==> config.mk <==
export PLATFORM = sky130hd
export DESIGN_NAME = rmpa_arbiter
export DESIGN_NICKNAME = d
export VERILOG_FILES = /design/src/rtl/rmpa_pkg.sv /design/src/rtl/rmpa_arbiter.sv
export VERILOG_INCLUDE_DIRS = /design/src /design/src/rtl
export SDC_FILE = /design/constraint.sdc
export NUM_CORES = 1
export LEC_CHECK = 0
export ABC_AREA = 0
export BUFFER_PORTS_ARGS = -buffer_cell sky130_fd_sc_hd__buf_4
export CORE_UTILIZATION = 40
export DETAILED_ROUTE_END_ITERATION = 12
export HOLD_SLACK_MARGIN = 0.06
export RECOVER_POWER = 25
export SLEW_MARGIN = 30
export SYNTH_ARGS = -nofsm -noshare
export SYNTH_HDL_FRONTEND = slang
export SYNTH_SLANG_ARGS = --single-unit
==> constraint.sdc <==
create_clock -name ref_clk -period 3.7 [get_ports ref_clk]
set_input_delay 0.74 -clock ref_clk [delete_from_list [all_inputs] [get_ports ref_clk]]
set_output_delay 0.74 -clock ref_clk [all_outputs]
set_load 0.02 [all_outputs]
==> src/rtl/rmpa_cfg.svh <==
// Constants and bit layout of the room mode priority arbiter
// Functional notes
// - Manual presence: press or 1 enters extension from night/protection, not window-caused.
// - Extension ends by itself once its configured length has fully elapsed.
// - Second press or value 0 ends extension early; activity never restarts it.
// - Extension length 0: presence registers active but mode stays night/protection.
// - From standby, press or 1 selects comfort while presence stays active.
// - Presence and its object clear on a change to another mode or release.
// - Detector value 1 forces comfort; only forced object, window and automatic frost outrank it.
// - Detector value 0 returns to earlier or tracked mode; changes wait meanwhile.
// - Any reset clears presence; detector must send a fresh 1 afterwards.
// - Window open enters protection; switch-over objects cannot leave, forced may.
// - Only window closed clears protection, returning to earlier or received mode.
// - Window delay 1 to 255 minutes postpones takeover; 0 acts at once.
// - Window protection acts when heating and cooling; reset clears window status.
// - Automatic frost samples temperature each minute; drop at threshold enters protection.
// - Frost period end returns to earlier mode; drops meanwhile do not restart it.
// - During automatic frost, byte telegrams are tracked, single-bit telegrams discarded.
// - Forced object outranks automatic frost and can interrupt it any time.
// - Automatic frost only when heating below setpoint; never in deadband or cooling.
// - After reset or reprogramming the configured post-reset mode follows initialisation.
// - Restore option reinstates the last mode set by the mode objects only.
// - Mode objects are refreshed after every reset.
// - Switch-over byte selects at once: 01 comfort, 02 standby, 03 night, 04 protection.
// - Forced byte overrides every other source; 00 releases it and clears presence.
`ifndef RMPA_CFG_SVH
`define RMPA_CFG_SVH
`define RMPA_ADDR_CTRL   8'h00
`define RMPA_ADDR_TIME   8'h04
`define RMPA_ADDR_SWO    8'h08
`define RMPA_ADDR_FORCE  8'h0c
`define RMPA_ADDR_BITS   8'h10
`define RMPA_ADDR_PRES   8'h14
`define RMPA_ADDR_WIN    8'h18
`define RMPA_ADDR_TEMP   8'h1c
`define RMPA_ADDR_INIT   8'h20
`define RMPA_ADDR_STAT   8'h24
`define RMPA_CTRL_DET    0
`define RMPA_CTRL_AUTO   1
`define RMPA_CTRL_HEAT   2
`define RMPA_CTRL_COOL   3
`define RMPA_CTRL_DBAND  4
`define RMPA_CTRL_RMODE  7:5
`define RMPA_TIME_EXT    7:0
`define RMPA_TIME_WDLY   15:8
`define RMPA_TIME_FPER   23:16
`define RMPA_TIME_DROP   31:24
`define RMPA_CTRL_RST    32'h0000_0024
`define RMPA_TIME_RST    32'h0a3c_003c
`define RMPA_TEMP_RST    32'h0000_0000
`define RMPA_RMODE_KEEP  3'h4
`define RMPA_OBJ_COMF    8'h01
`define RMPA_OBJ_STBY    8'h02
`define RMPA_OBJ_NIGHT   8'h03
`define RMPA_OBJ_PROT    8'h04
`define RMPA_OBJ_REL     8'h00
`define RMPA_MINUTE_S    64'h0000_0000_0000_003c
`define RMPA_NS_PER_S    64'h0000_0000_3b9a_ca00
`define RMPA_CLK_NS      64'h0000_0000_0000_000a
`define RMPA_INIT_CYC    8'h10
`endif

==> src/rtl/rmpa_pkg.sv <==
// Types of the room mode priority arbiter
package rmpa_pkg;
  typedef enum logic [2:0] {
    MODE_COMFORT,
    MODE_STANDBY,
    MODE_NIGHT,
    MODE_PROTECT,
    MODE_EXTEND
  } rmpa_mode_type;
  typedef enum logic {
    ST_INIT,
    ST_RUN
  } rmpa_state_type;
endpackage : rmpa_pkg

==> src/rtl/rmpa_arbiter.sv <==
// Operating mode arbitration with Wishbone register access
`timescale 1ns/1ps
`include "rmpa_cfg.svh"
module rmpa_arbiter #(
  parameter longint unsigned MINUTE_CYCLES =
    (`RMPA_MINUTE_S * `RMPA_NS_PER_S) / `RMPA_CLK_NS
) (
  // Clock and reset
  input  wire logic        ref_clk,
  input  wire logic        resetn,
  // Wishbone slave
  input  wire logic        cyc_i,
  input  wire logic        stb_i,
  input  wire logic        we_i,
  input  wire logic [7:0]  adr_i,
  input  wire logic [3:0]  sel_i,
  input  wire logic [31:0] dat_i,
  output logic      [31:0] dat_o,
  output logic             ack_o,
  // Mode outputs
  output logic      [2:0]  active_mode,
  output logic      [7:0]  mode_obj,
  output logic             mode_update,
  output logic             presence_obj
);

  if (MINUTE_CYCLES < 64'h1 || MINUTE_CYCLES > 64'hf_ffff_ffff) begin : g_chk
    $error("MINUTE_CYCLES out of range");
  end

  localparam logic [35:0] MIN_LAST = 36'(MINUTE_CYCLES - 64'h1);

  function automatic logic [31:0] merge(
    input logic [31:0] old_v,
    input logic [31:0] new_v,
    input logic [3:0]  sel
  );
    logic [31:0] r;
    r = old_v;
    for (int i = 0; i < 4; i++) begin
      if (sel[i]) begin
        r[i*8 +: 8] = new_v[i*8 +: 8];
      end
    end
    return r;
  endfunction : merge

  function automatic logic obj_ok(input logic [7:0] v);
    return v >= `RMPA_OBJ_COMF && v <= `RMPA_OBJ_PROT;
  endfunction : obj_ok

  function automatic rmpa_pkg::rmpa_mode_type obj_mode(input logic [7:0] v);
    case (v)
      `RMPA_OBJ_COMF:  return rmpa_pkg::MODE_COMFORT;
      `RMPA_OBJ_NIGHT: return rmpa_pkg::MODE_NIGHT;
      `RMPA_OBJ_PROT:  return rmpa_pkg::MODE_PROTECT;
      default:         return rmpa_pkg::MODE_STANDBY;
    endcase
  endfunction : obj_mode

  function automatic logic [7:0] mode_byte(input rmpa_pkg::rmpa_mode_type m);
    case (m)
      rmpa_pkg::MODE_COMFORT: return `RMPA_OBJ_COMF;
      rmpa_pkg::MODE_EXTEND:  return `RMPA_OBJ_COMF;
      rmpa_pkg::MODE_NIGHT:   return `RMPA_OBJ_NIGHT;
      rmpa_pkg::MODE_PROTECT: return `RMPA_OBJ_PROT;
      default:                return `RMPA_OBJ_STBY;
    endcase
  endfunction : mode_byte

  // Registers and state
  logic [31:0]            ctrl;
  logic [31:0]            timing;
  logic [31:0]            temp;
  rmpa_pkg::rmpa_state_type state;
  logic [7:0]             init_cnt;
  logic [35:0]            pre_cnt;
  logic                   tick;
  rmpa_pkg::rmpa_mode_type base;
  rmpa_pkg::rmpa_mode_type nv_mode;
  logic                   forced_on;
  rmpa_pkg::rmpa_mode_type forced_mode;
  logic                   pres;
  logic                   ext_run;
  logic [7:0]             ext_cnt;
  logic                   win_raw;
  logic                   win_eff;
  logic [7:0]             win_cnt;
  logic                   frost_act;
  logic [7:0]             frost_cnt;
  logic [15:0]            prev_temp;
  logic                   samp_ok;
  logic                   prot_q;
  logic                   init_q;
  rmpa_pkg::rmpa_mode_type next_mode;

  // Bus decode; writes land on the edge that sees ack high
  logic        req;
  logic        wr_en;
  logic        run;
  logic        init_done;
  logic        soft_init;
  logic        tg_swo;
  logic        tg_frc;
  logic        tg_bits;
  logic        tg_pres;
  logic        tg_win;
  logic        det;
  logic        press;
  logic        pval;
  logic        swo_ok;
  logic        bits_ok;
  rmpa_pkg::rmpa_mode_type bits_mode;
  logic [7:0]  ext_len;
  logic [7:0]  win_dly;
  logic        frost_start;
  logic        clr_pres;
  logic        act_pres;
  logic        end_pres;
  logic signed [16:0] drop;

  assign req       = cyc_i & stb_i;
  assign wr_en     = req & ack_o & we_i;
  assign run       = state == rmpa_pkg::ST_RUN;
  assign init_done = state == rmpa_pkg::ST_INIT && init_cnt == 8'h00;
  assign soft_init = wr_en & sel_i[0] & adr_i == `RMPA_ADDR_INIT & dat_i[0];
  assign tg_swo    = run & wr_en & sel_i[0] & adr_i == `RMPA_ADDR_SWO;
  assign tg_frc    = run & wr_en & sel_i[0] & adr_i == `RMPA_ADDR_FORCE;
  assign tg_bits   = run & wr_en & sel_i[0] & adr_i == `RMPA_ADDR_BITS;
  assign tg_pres   = run & wr_en & sel_i[0] & adr_i == `RMPA_ADDR_PRES;
  assign tg_win    = run & wr_en & sel_i[0] & adr_i == `RMPA_ADDR_WIN;
  assign det       = ctrl[`RMPA_CTRL_DET];
  assign press     = tg_pres & dat_i[1];
  assign pval      = dat_i[0];
  assign swo_ok    = tg_swo & obj_ok(dat_i[7:0]);
  assign ext_len   = timing[`RMPA_TIME_EXT];
  assign win_dly   = timing[`RMPA_TIME_WDLY];
  // Protection bit wins, then comfort, standby, night
  assign bits_ok   = tg_bits & (|dat_i[3:0]);
  assign bits_mode = dat_i[3] ? rmpa_pkg::MODE_PROTECT :
                     dat_i[0] ? rmpa_pkg::MODE_COMFORT :
                     dat_i[1] ? rmpa_pkg::MODE_STANDBY :
                     rmpa_pkg::MODE_NIGHT;

  always_ff @(posedge ref_clk or negedge resetn) begin
    if (!resetn) begin
      ack_o <= 1'b0;
      dat_o <= 32'h0000_0000;
    end else begin
      ack_o <= req & ~ack_o;
      if (req & ~ack_o) begin
        case (adr_i)
          `RMPA_ADDR_CTRL: dat_o <= ctrl;
          `RMPA_ADDR_TIME: dat_o <= timing;
          `RMPA_ADDR_TEMP: dat_o <= temp;
          `RMPA_ADDR_STAT: dat_o <= {13'h0000, nv_mode, mode_obj, run,
                                     forced_on, frost_act, win_eff,
                                     presence_obj, active_mode};
          default:         dat_o <= 32'h0000_0000;
        endcase
      end
    end
  end

  always_ff @(posedge ref_clk or negedge resetn) begin
    if (!resetn) begin
      ctrl   <= `RMPA_CTRL_RST;
      timing <= `RMPA_TIME_RST;
      temp   <= `RMPA_TEMP_RST;
    end else if (wr_en) begin
      if (adr_i == `RMPA_ADDR_CTRL) ctrl <= merge(ctrl, dat_i, sel_i);
      if (adr_i == `RMPA_ADDR_TIME) timing <= merge(timing, dat_i, sel_i);
      if (adr_i == `RMPA_ADDR_TEMP) temp <= merge(temp, dat_i, sel_i);
    end
  end

  // Initialisation phase; soft init keeps the stored mode
  always_ff @(posedge ref_clk or negedge resetn) begin
    if (!resetn) begin
      state    <= rmpa_pkg::ST_INIT;
      init_cnt <= `RMPA_INIT_CYC;
    end else if (soft_init) begin
      state    <= rmpa_pkg::ST_INIT;
      init_cnt <= `RMPA_INIT_CYC;
    end else begin
      case (state)
        rmpa_pkg::ST_INIT: begin
          if (init_cnt == 8'h00) state <= rmpa_pkg::ST_RUN;
          else init_cnt <= init_cnt - 8'h01;
        end
        rmpa_pkg::ST_RUN: state <= rmpa_pkg::ST_RUN;
        default: state <= rmpa_pkg::ST_INIT;
      endcase
    end
  end

  // Minute prescaler shared by all timers
  always_ff @(posedge ref_clk or negedge resetn) begin
    if (!resetn) begin
      pre_cnt <= 36'h0_0000_0000;
      tick    <= 1'b0;
    end else begin
      tick <= pre_cnt == MIN_LAST;
      if (pre_cnt == MIN_LAST) pre_cnt <= 36'h0_0000_0000;
      else pre_cnt <= pre_cnt + 36'h0_0000_0001;
    end
  end

  // Mode objects and forced object
  always_ff @(posedge ref_clk or negedge resetn) begin
    if (!resetn) begin
      base        <= rmpa_pkg::MODE_STANDBY;
      nv_mode     <= rmpa_pkg::MODE_STANDBY;
      forced_on   <= 1'b0;
      forced_mode <= rmpa_pkg::MODE_STANDBY;
    end else if (soft_init) begin
      forced_on <= 1'b0;
    end else if (init_done) begin
      if (ctrl[`RMPA_CTRL_RMODE] == `RMPA_RMODE_KEEP) base <= nv_mode;
      else base <= obj_mode({5'h00, ctrl[`RMPA_CTRL_RMODE]} + 8'h01);
    end else begin
      if (swo_ok) begin
        base    <= obj_mode(dat_i[7:0]);
        nv_mode <= obj_mode(dat_i[7:0]);
      end
      // Single-bit objects are dropped while frost protection runs
      if (bits_ok && !frost_act) begin
        base    <= bits_mode;
        nv_mode <= bits_mode;
      end
      if (tg_frc) begin
        if (dat_i[7:0] == `RMPA_OBJ_REL) begin
          forced_on <= 1'b0;
        end else if (obj_ok(dat_i[7:0])) begin
          forced_on   <= 1'b1;
          forced_mode <= obj_mode(dat_i[7:0]);
        end
      end
    end
  end

  // Window status with optional delay
  always_ff @(posedge ref_clk or negedge resetn) begin
    if (!resetn) begin
      win_raw <= 1'b0;
      win_eff <= 1'b0;
      win_cnt <= 8'h00;
    end else if (soft_init) begin
      win_raw <= 1'b0;
      win_eff <= 1'b0;
      win_cnt <= 8'h00;
    end else if (tg_win && !pval) begin
      win_raw <= 1'b0;
      win_eff <= 1'b0;
    end else if (tg_win && !win_raw) begin
      win_raw <= 1'b1;
      win_cnt <= win_dly;
      if (win_dly == 8'h00) win_eff <= 1'b1;
    end else if (tick && win_raw && !win_eff) begin
      // Extra tick so a partial first minute never shortens the delay
      if (win_cnt == 8'h00) win_eff <= 1'b1;
      else win_cnt <= win_cnt - 8'h01;
    end
  end

  // Automatic frost protection
  assign drop = 17'(signed'(prev_temp)) - 17'(signed'(temp[15:0]));
  assign frost_start = run & tick & samp_ok & ~frost_act & ~forced_on
                     & ctrl[`RMPA_CTRL_AUTO]
                     & ctrl[`RMPA_CTRL_HEAT] & ~ctrl[`RMPA_CTRL_COOL]
                     & ~ctrl[`RMPA_CTRL_DBAND]
                     & (signed'(temp[15:0]) < signed'(temp[31:16]))
                     & (timing[`RMPA_TIME_DROP] != 8'h00)
                     & (drop >= signed'({9'h000, timing[`RMPA_TIME_DROP]}));

  always_ff @(posedge ref_clk or negedge resetn) begin
    if (!resetn) begin
      prev_temp <= 16'h0000;
      samp_ok   <= 1'b0;
    end else if (soft_init) begin
      samp_ok <= 1'b0;
    end else if (tick) begin
      prev_temp <= temp[15:0];
      samp_ok   <= 1'b1;
    end
  end

  always_ff @(posedge ref_clk or negedge resetn) begin
    if (!resetn) begin
      frost_act <= 1'b0;
      frost_cnt <= 8'h00;
    end else if (soft_init || forced_on) begin
      frost_act <= 1'b0;
    end else if (frost_start) begin
      frost_act <= 1'b1;
      frost_cnt <= timing[`RMPA_TIME_FPER];
    end else if (tick && frost_act) begin
      // Drops seen here never reload the period
      if (frost_cnt == 8'h00) frost_act <= 1'b0;
      else frost_cnt <= frost_cnt - 8'h01;
    end
  end

  // Presence button and detector
  always_ff @(posedge ref_clk or negedge resetn) begin
    if (!resetn) prot_q <= 1'b0;
    else prot_q <= win_eff | frost_act;
  end

  assign clr_pres = (tg_frc & dat_i[7:0] == `RMPA_OBJ_REL & forced_on)
                  | (~det & (swo_ok | bits_ok | (tg_frc & obj_ok(dat_i[7:0]))
                             | ((win_eff | frost_act) & ~prot_q)));
  assign act_pres = ~det & ~pres & ~forced_on & ~win_eff
                  & (press | (tg_pres & pval));
  assign end_pres = ~det & pres & (press | (tg_pres & ~pval));

  always_ff @(posedge ref_clk or negedge resetn) begin
    if (!resetn) begin
      pres    <= 1'b0;
      ext_run <= 1'b0;
      ext_cnt <= 8'h00;
    end else if (soft_init || state == rmpa_pkg::ST_INIT) begin
      pres    <= 1'b0;
      ext_run <= 1'b0;
    end else if (clr_pres) begin
      pres    <= 1'b0;
      ext_run <= 1'b0;
    end else if (det) begin
      ext_run <= 1'b0;
      if (tg_pres) pres <= pval;
    end else if (end_pres) begin
      pres    <= 1'b0;
      ext_run <= 1'b0;
    end else if (act_pres) begin
      pres <= 1'b1;
      if ((active_mode == rmpa_pkg::MODE_NIGHT ||
           active_mode == rmpa_pkg::MODE_PROTECT) && ext_len != 8'h00) begin
        ext_run <= 1'b1;
        ext_cnt <= ext_len;
      end
    end else if (tick && ext_run) begin
      if (ext_cnt == 8'h00) begin
        pres    <= 1'b0;
        ext_run <= 1'b0;
      end else begin
        ext_cnt <= ext_cnt - 8'h01;
      end
    end
  end

  // Priority: forced, window, frost, presence, mode objects
  always_comb begin
    if (forced_on) next_mode = forced_mode;
    else if (win_eff) next_mode = rmpa_pkg::MODE_PROTECT;
    else if (frost_act) next_mode = rmpa_pkg::MODE_PROTECT;
    else if (det && pres) next_mode = rmpa_pkg::MODE_COMFORT;
    else if (pres && ext_run) next_mode = rmpa_pkg::MODE_EXTEND;
    else if (pres && base == rmpa_pkg::MODE_STANDBY)
      next_mode = rmpa_pkg::MODE_COMFORT;
    else next_mode = base;
  end

  // Outputs; object refresh after each initialisation
  always_ff @(posedge ref_clk or negedge resetn) begin
    if (!resetn) begin
      active_mode  <= rmpa_pkg::MODE_STANDBY;
      mode_obj     <= `RMPA_OBJ_STBY;
      mode_update  <= 1'b0;
      presence_obj <= 1'b0;
      init_q       <= 1'b0;
    end else begin
      presence_obj <= pres;
      init_q       <= init_done;
      mode_update  <= 1'b0;
      if (run) begin
        active_mode <= next_mode;
        mode_obj    <= mode_byte(next_mode);
        // Refresh rides with the first run mode so the pulse stays single
        mode_update <= next_mode != active_mode || init_q;
      end
    end
  end

endmodule : rmpa_arbiter

=== Word-level counts from Yosys, hierarchy flattened ===
Index checks and enable logic that the tools add are counted.

* Reduce and logical (&&, ||, !) cells: 73
* Mux-type cells: 71
* $add $sub $neg: 7
* Eq/ne operators: 35
* $lt $le $gt $ge: 4
* Bitwise operators: 66

{| class="wikitable"
|+ Operators with widths
! cell !! number
|-
| $pmux 32 s4 || 1
|-
| $mux 8 || 15
|-
| $reduce_and 3->1 || 19
|-
| $logic_not 8->1 || 7
|-
| $and 1x1->1 || 41
|-
| $mux 1 || 37
|-
| $add 36x1->36 const B || 1
|-
| $eq 36x33->1 const B || 1
|-
| $mux 36 || 1
|-
| $eq 8x5->1 const B || 4
|-
| $sub 8x1->8 const B || 4
|-
| $mux 3 || 10
|-
| $not 1->1 || 18
|-
| $reduce_bool 3->1 || 6
|-
| $ge 17x9->1 || 1
|-
| $sub 16x16->17 || 1
|-
| $eq 8x3->1 const B || 2
|-
| $eq 8x4->1 const B || 2
|-
| $eq 8x6->1 const B || 2
|-
| $lt 16x16->1 || 1
|-
| $reduce_bool 8->1 || 2
|-
| $logic_and 1x1->1 || 13
|-
| $eq 3x2->1 const B || 4
|-
| $pmux 2 s3 || 2
|-
| 32 further kinds || 61
|}

* Input port bits: 49
* Output and inout port bits: 46
* Register bits after elaboration: 246
* Word-level logic and storage cells: 294

=== Depth between registers and ports, before layout ===
* Word-level depth: 14
* Gate-level depth with buffers: 18
* Gate-level depth less buffers: 17

=== Worst setup path before layout ===
Ideal clock, no wire load.

* Path type: flip-flop to flip-flop
* From: reg temp[0]
* To: reg frost_cnt[2]
* Period minus slack after synthesis: 3,594 ps
* Arrival time: 3,494 ps
* Path buffers: 1
* Library setup time: 99 ps
* Slack: 106 ps
* Stages on the path, launching flop included: 18
* Path through: dfrtp_1 ha_1 fa_1 and2b_1 o2111ai_2 nand2_1 xor2_1 ha_1 a211o_1 o221ai_1 a21oi_1 nor4_1 o221ai_1 nor4_2 and3_1 buf_6 nor4_1 a311oi_1

* Longest elaborated chain between the ends: 6

{| class="wikitable"
|+ Ends and longest elaborated chain
! item !! RTL line !! source
|-
| from (decl) || rmpa_arbiter.sv:74 || <nowiki>logic [31:0] temp;</nowiki>
|-
| from (signal assigned) || rmpa_arbiter.sv:169 || <nowiki>temp <= `RMPA_TEMP_RST;</nowiki>
|-
| from (signal assigned) || rmpa_arbiter.sv:173 || <nowiki>if (adr_i == `RMPA_ADDR_TEMP) temp <= merge(temp, dat_i, sel_i);</nowiki>
|-
| parallel branches: the longest is 3 deep, another holds $sub 16x16->17 || -- ||
|-
| $and 1x1->1 (*) || rmpa_arbiter.sv:268 || <nowiki>assign frost_start = run & tick & samp_ok & ~frost_act & ~forced_on</nowiki>
|-
| $ne 2x2->1 (no line) or $reduce_bool 2->1 (tied branches) || -- ||
|-
| $reduce_and 3->1 (no line) || -- ||
|-
| to (signal assigned) || rmpa_arbiter.sv:296 || <nowiki>frost_cnt <= timing[`RMPA_TIME_FPER];</nowiki>
|-
| to (signal assigned) || rmpa_arbiter.sv:300 || <nowiki>else frost_cnt <= frost_cnt - 8'h01;</nowiki>
|-
| to (decl) || rmpa_arbiter.sv:90 || <nowiki>logic [7:0] frost_cnt;</nowiki>
|}

Every way passes the cells marked *.
A chain may end at the register's enable or synchronous reset.

=== Worst setup path after layout ===
* From: reg prev_temp[0]
* To: reg frost_cnt[6]

* Longest elaborated chain between the ends: 5

{| class="wikitable"
|+ Ends and longest elaborated chain
! item !! RTL line !! source
|-
| from (decl) || rmpa_arbiter.sv:91 || <nowiki>logic [15:0] prev_temp;</nowiki>
|-
| from (signal assigned) || rmpa_arbiter.sv:283 || <nowiki>prev_temp <= temp[15:0];</nowiki>
|-
| $sub 16x16->17 (*) || rmpa_arbiter.sv:267 || <nowiki>assign drop = 17'(signed'(prev_temp)) - 17'(signed'(temp[15:0]));</nowiki>
|-
| $ge 17x9->1 (*) || rmpa_arbiter.sv:274 || <nowiki>& (drop >= signed'({9'h000, timing[`RMPA_TIME_DROP]}));</nowiki>
|-
| $and 1x1->1 (*) || rmpa_arbiter.sv:268 ||
|-
| $ne 2x2->1 (no line) or $reduce_bool 2->1 (tied branches) || -- ||
|-
| $reduce_and 3->1 (no line) || -- ||
|}

Every way passes the cells marked *; elsewhere a longest branch is shown, timed or not.

==> reports/summary.log <==
qor: clock_network.cts_buffer_depth 3
qor: drt.met3WireLength 1590 um
qor: synth.yosysTopAreaCellShare 44.0%
qor: worst_setup_path.crit_type reg -> reg
qor: drt.route.layer.met1.wl 15600 um
qor: worst_setup_path.timing.critical_path.required 4.12 ns
qor: worst_setup_path.startpoint_type flip-flop
qor: synth.synth_area_per_inst 10.2 um^2
qor: timing.clock-skew-final 0.0179 ns
qor: placed_design.gp_congestion 0.869
qor: clock_network.clock_latency 0.54 ns
qor: final_layout.syn_to_final_growth 18.4%
qor: global_routing.global_route_wire_length_before_repair 54000 um
qor: power.vdd_ir_drop_max 0.402 mV
qor: clock_network.cts-buffers-inserted 27
qor: drt.num_vias 9931
qor: drt.route.top_layer_used met4
qor: global_routing.grt-ovfl-total 0
qor: clock_network.clkSinkCount 238
qor: global_routing.pin_count_of_the_biggest_net_entering_global_routing 88
qor: die.ios 95
qor: timing.layout_setup_ws -0.00402 ns
qor: final_layout.filler_cells_inserted 2903
qor: timing.worst_slew_pin_slew 2.83 ns
qor: clock_network.cts_max_level 1
qor: die.die_h 179 um
qor: worst_setup_path.worst_path_buf_inv 9
qor: worst_setup_path.crit_family simple AND/OR/NAND/NOR gates
qor: drt.met2WireLength 16200 um
qor: worst_setup_path.critPathArrivalTime 4.13 ns
qor: min_path.hold_path.class in -> reg
qor: synth.synthDistinctLibCells 85
qor: worst_setup_path.crit_path_frequent_cell buf_4
qor: worst_setup_path.timing.critical_path.fanout_max 5
qor: worst_setup_path.timing.critical_path.slowest_stage_cell or4_1
qor: synth.postSynthCellCount 1227
qor: placed_design.preCtsSetupSlack -0.156 ns
qor: synth.ys_dominant_reg_cell dfrtp_1
qor: drt.totalWireLength 34300 um
qor: job.cap_viol_max_count 1
qor: timing.finalHoldWorstSlack 0.450 ns
qor: die.core_area 30700 um^2
qor: die.die_x 179 um
qor: die.die_footprint 32000 um^2
qor: die.fp-row-count 64
qor: timing.timing.fmax 270 MHz
qor: synth.ys_seq_area_share 47.7%
qor: synth.synth-seq-cells 238
qor: final_layout.insertedDiodeCount 0
qor: worst_setup_path.slowest_delay 0.49 ns
qor: drt.post-route-drc-count 0
qor: power.p_leak 6.76 nW
qor: synth.synth_top_cell_by_area dfrtp_1
qor: worst_setup_path.crit_path_cell_trace inv_1, ha_2, fa_2, and2b_1, o2111ai_2, nand2_1, buf_4, buf_4, buf_4, buf_4, buf_4, buf_4, a41o_1, o221ai_2, nor4_4, and3_4, buf_6, buf_4, or4_1, and3_1
qor: final_layout.design_area 14800 um^2
qor: clock_network.clk_root_buffer_cell clkbuf_16
qor: timing.unrepaired_setup_endpoints_after_global_routing true
qor: synth.synth_enable_flop_cells 0
qor: drt.avgRoutedWirePerCell 19.4 um
qor: timing.final-hold-violation-count 0
qor: worst_setup_path.cp_capture_type flip-flop
qor: die.floorplan.initialDensity 40.8%
qor: power.power.density_cell_area 373 nW/um^2
qor: final_layout.final_layout_size_suffix_gt1_share 24.3%
qor: drt.antenna_violating_nets_post_route 0
qor: synth.async_reset_ff_share 100%
qor: global_routing.antenna_found_initial 1
qor: final_layout.ff_latch_area 5980 um^2
qor: placed_design.numPortBuffers 89
qor: placed_design.placedInstanceArea 13800 um^2
qor: timing.finalCritPeriodShare 100%
qor: final_layout.final-instance-count-excl-fill 1764
qor: timing.report.final.setup_viol 1
qor: clock_network.cts.hold.buffers_added 0
qor: clock_network.tritoncts_clock_tree built
qor: drt.post_drt_via_cell_ratio 5.63
qor: timing.slew_headroom -88.5%
qor: synth.synth.cells.most_frequent 220 x dfrtp_1, 117 x nand2_1, 97 x mux2_2, 95 x o21ai_0, 93 x nor2_1
qor: synth.synth_area 12500 um^2
qor: global_routing.globalRouteTotalUtil 21.8%
qor: drt.drt-initial-drc-count 710
qor: status.violations max-capacitance violations, max-slew violations, negative setup slack
qor: synth.synth_top_cells_by_area dfrtp_1 44%, mux2_2 8.7%, ha_1 4.7%
qor: final_layout.multi_input_area 6130 um^2
qor: timing.finalMaxSlewViolations 50
qor: global_routing.vias_in_the_first_global_route 9727
qor: clock_network.clk_transition_reported_paths 0.06 ns
qor: synth.ys.warnings.count 0
qor: drt.first_pass_iters 5
qor: placed_design.place_inst 1702
qor: timing.period_minus_slack 3.70 ns
qor: synth.synthMostInstantiatedCell dfrtp_1
qor: status.status finished, violations left
qor: placed_design.dp.final_hpwl 24600 um
qor: final_layout.finalNetCount 1444
repair_timing:
action / CTS / global route
resized for setup: 7 / 8
endpoints found under the hold margin: 0 / 0
pin swaps: 1 / 10
buffers inserted: 10 / 4
endpoints found under the setup margin: 9 / 9
flip-flops by register name, summed over array words and instances (netlist names), 8 cells and up:
signal	flops
prev_temp	16
timing	32
ctrl	32
temp	32
ext_cnt	8
pre_cnt	36
frost_cnt	8
win_cnt	8
dat_o	32
init_cnt	8
logic make-up (layout without fill, tap and decap cells):
family | after synthesis | after routing | synth area share (%)
and+or+nand+nor | 404 | 404 | 16.5
DFF | 238 | 238 | 47.7
adders and majority gates | 48 | 48 | 4.86
buffers and inverters | 122 | 259 | 4.07
other | 1 | 5 | 0.0299
xor gates and xnor gates | 52 | 52 | 3.64
muxes | 100 | 100 | 8.96
AOI/OAI and AO/OA | 262 | 262 | 14.2
power breakdown:
group / internal (W) / switching (W) / total (W)
registers: 0.00261 / 0.0000115 / 0.00262
clock network: 0.00162 / 0.00109 / 0.00272
logic: 0.0000657 / 0.000129 / 0.000194
total: 0.00430 / 0.00123 / 0.00553
layer usage:
layer,up-vias,global-route usage [%]
met2,225,35.3
met1,4982,30.3
met3,55,3.10
met4,0,6.32
met5,-,0
li1,4669,-
stage by stage:
| step | total power, W | setup TNS [ns] | utilization (%) |
|---|---|---|---|
| finish | 0.00553 | -0.00402 | 48.3 |
| global route | 0.00571 | -6.59 | 48.3 |
| CTS | 0.00560 | 0 | 48.2 |
| detailed placement | 0.00287 | -0.925 | 45.0 |
| global placement | 0.00287 | -0.0880 | 45.0 |
| floorplan | 0.00273 | 0 | - |
cell usage in the layout (no fill, tap or decap), types with 11 or more instances in the layout:
| master | netlist | routed |
|---|---|---|
| dfrtp_1 | 220 | 220 |
| buf_4 | 6 | 132 |
| nand2_1 | 117 | 117 |
| mux2_2 | 97 | 97 |
| o21ai_0 | 95 | 94 |
| nor2_1 | 93 | 92 |
| inv_1 | 70 | 70 |
| ha_1 | 47 | 46 |
| a21oi_1 | 39 | 38 |
| nor3_1 | 33 | 33 |
| xnor2_1 | 29 | 29 |
| nand3_1 | 29 | 28 |
| clkbuf_16 | 0 | 27 |
| a22o_1 | 24 | 24 |
| xor2_1 | 23 | 23 |
| nor4_1 | 21 | 19 |
| a222oi_1 | 19 | 19 |
| dfstp_2 | 18 | 18 |
| nand4_1 | 16 | 16 |
| nand2b_1 | 15 | 15 |
| a221oi_1 | 13 | 13 |
| clkbuf_1 | 35 | 13 |
| a211oi_1 | 12 | 11 |
layout make-up:
class	instances	area share, %
multi-input combinational	871	41.3
inverter	70	1.77
sequential	238	40.3
clock buffer	42	5.14
tap	396	3.34
timing repair buffer	139	7.26
clock inverter	8	0.819
path summary, 6_finish.rpt:
check                             startpoint             to  slack [ns]  cells after the start
worst max-delay path            prev_temp[0]   frost_cnt[6]      -0.004                     20
worst min register to register   pre_cnt[35]    pre_cnt[35]        0.46                      1
max in group asynchronous             resetn  prev_temp[15]        0.50                      2
worst min-delay path               dat_i[22]     timing[22]        0.45                      2
min in group asynchronous             resetn        ext_run        1.10                      1
worst max register to register  prev_temp[0]   frost_cnt[6]      -0.004                     20
Note: power is estimated with default switching activity, not from simulation.
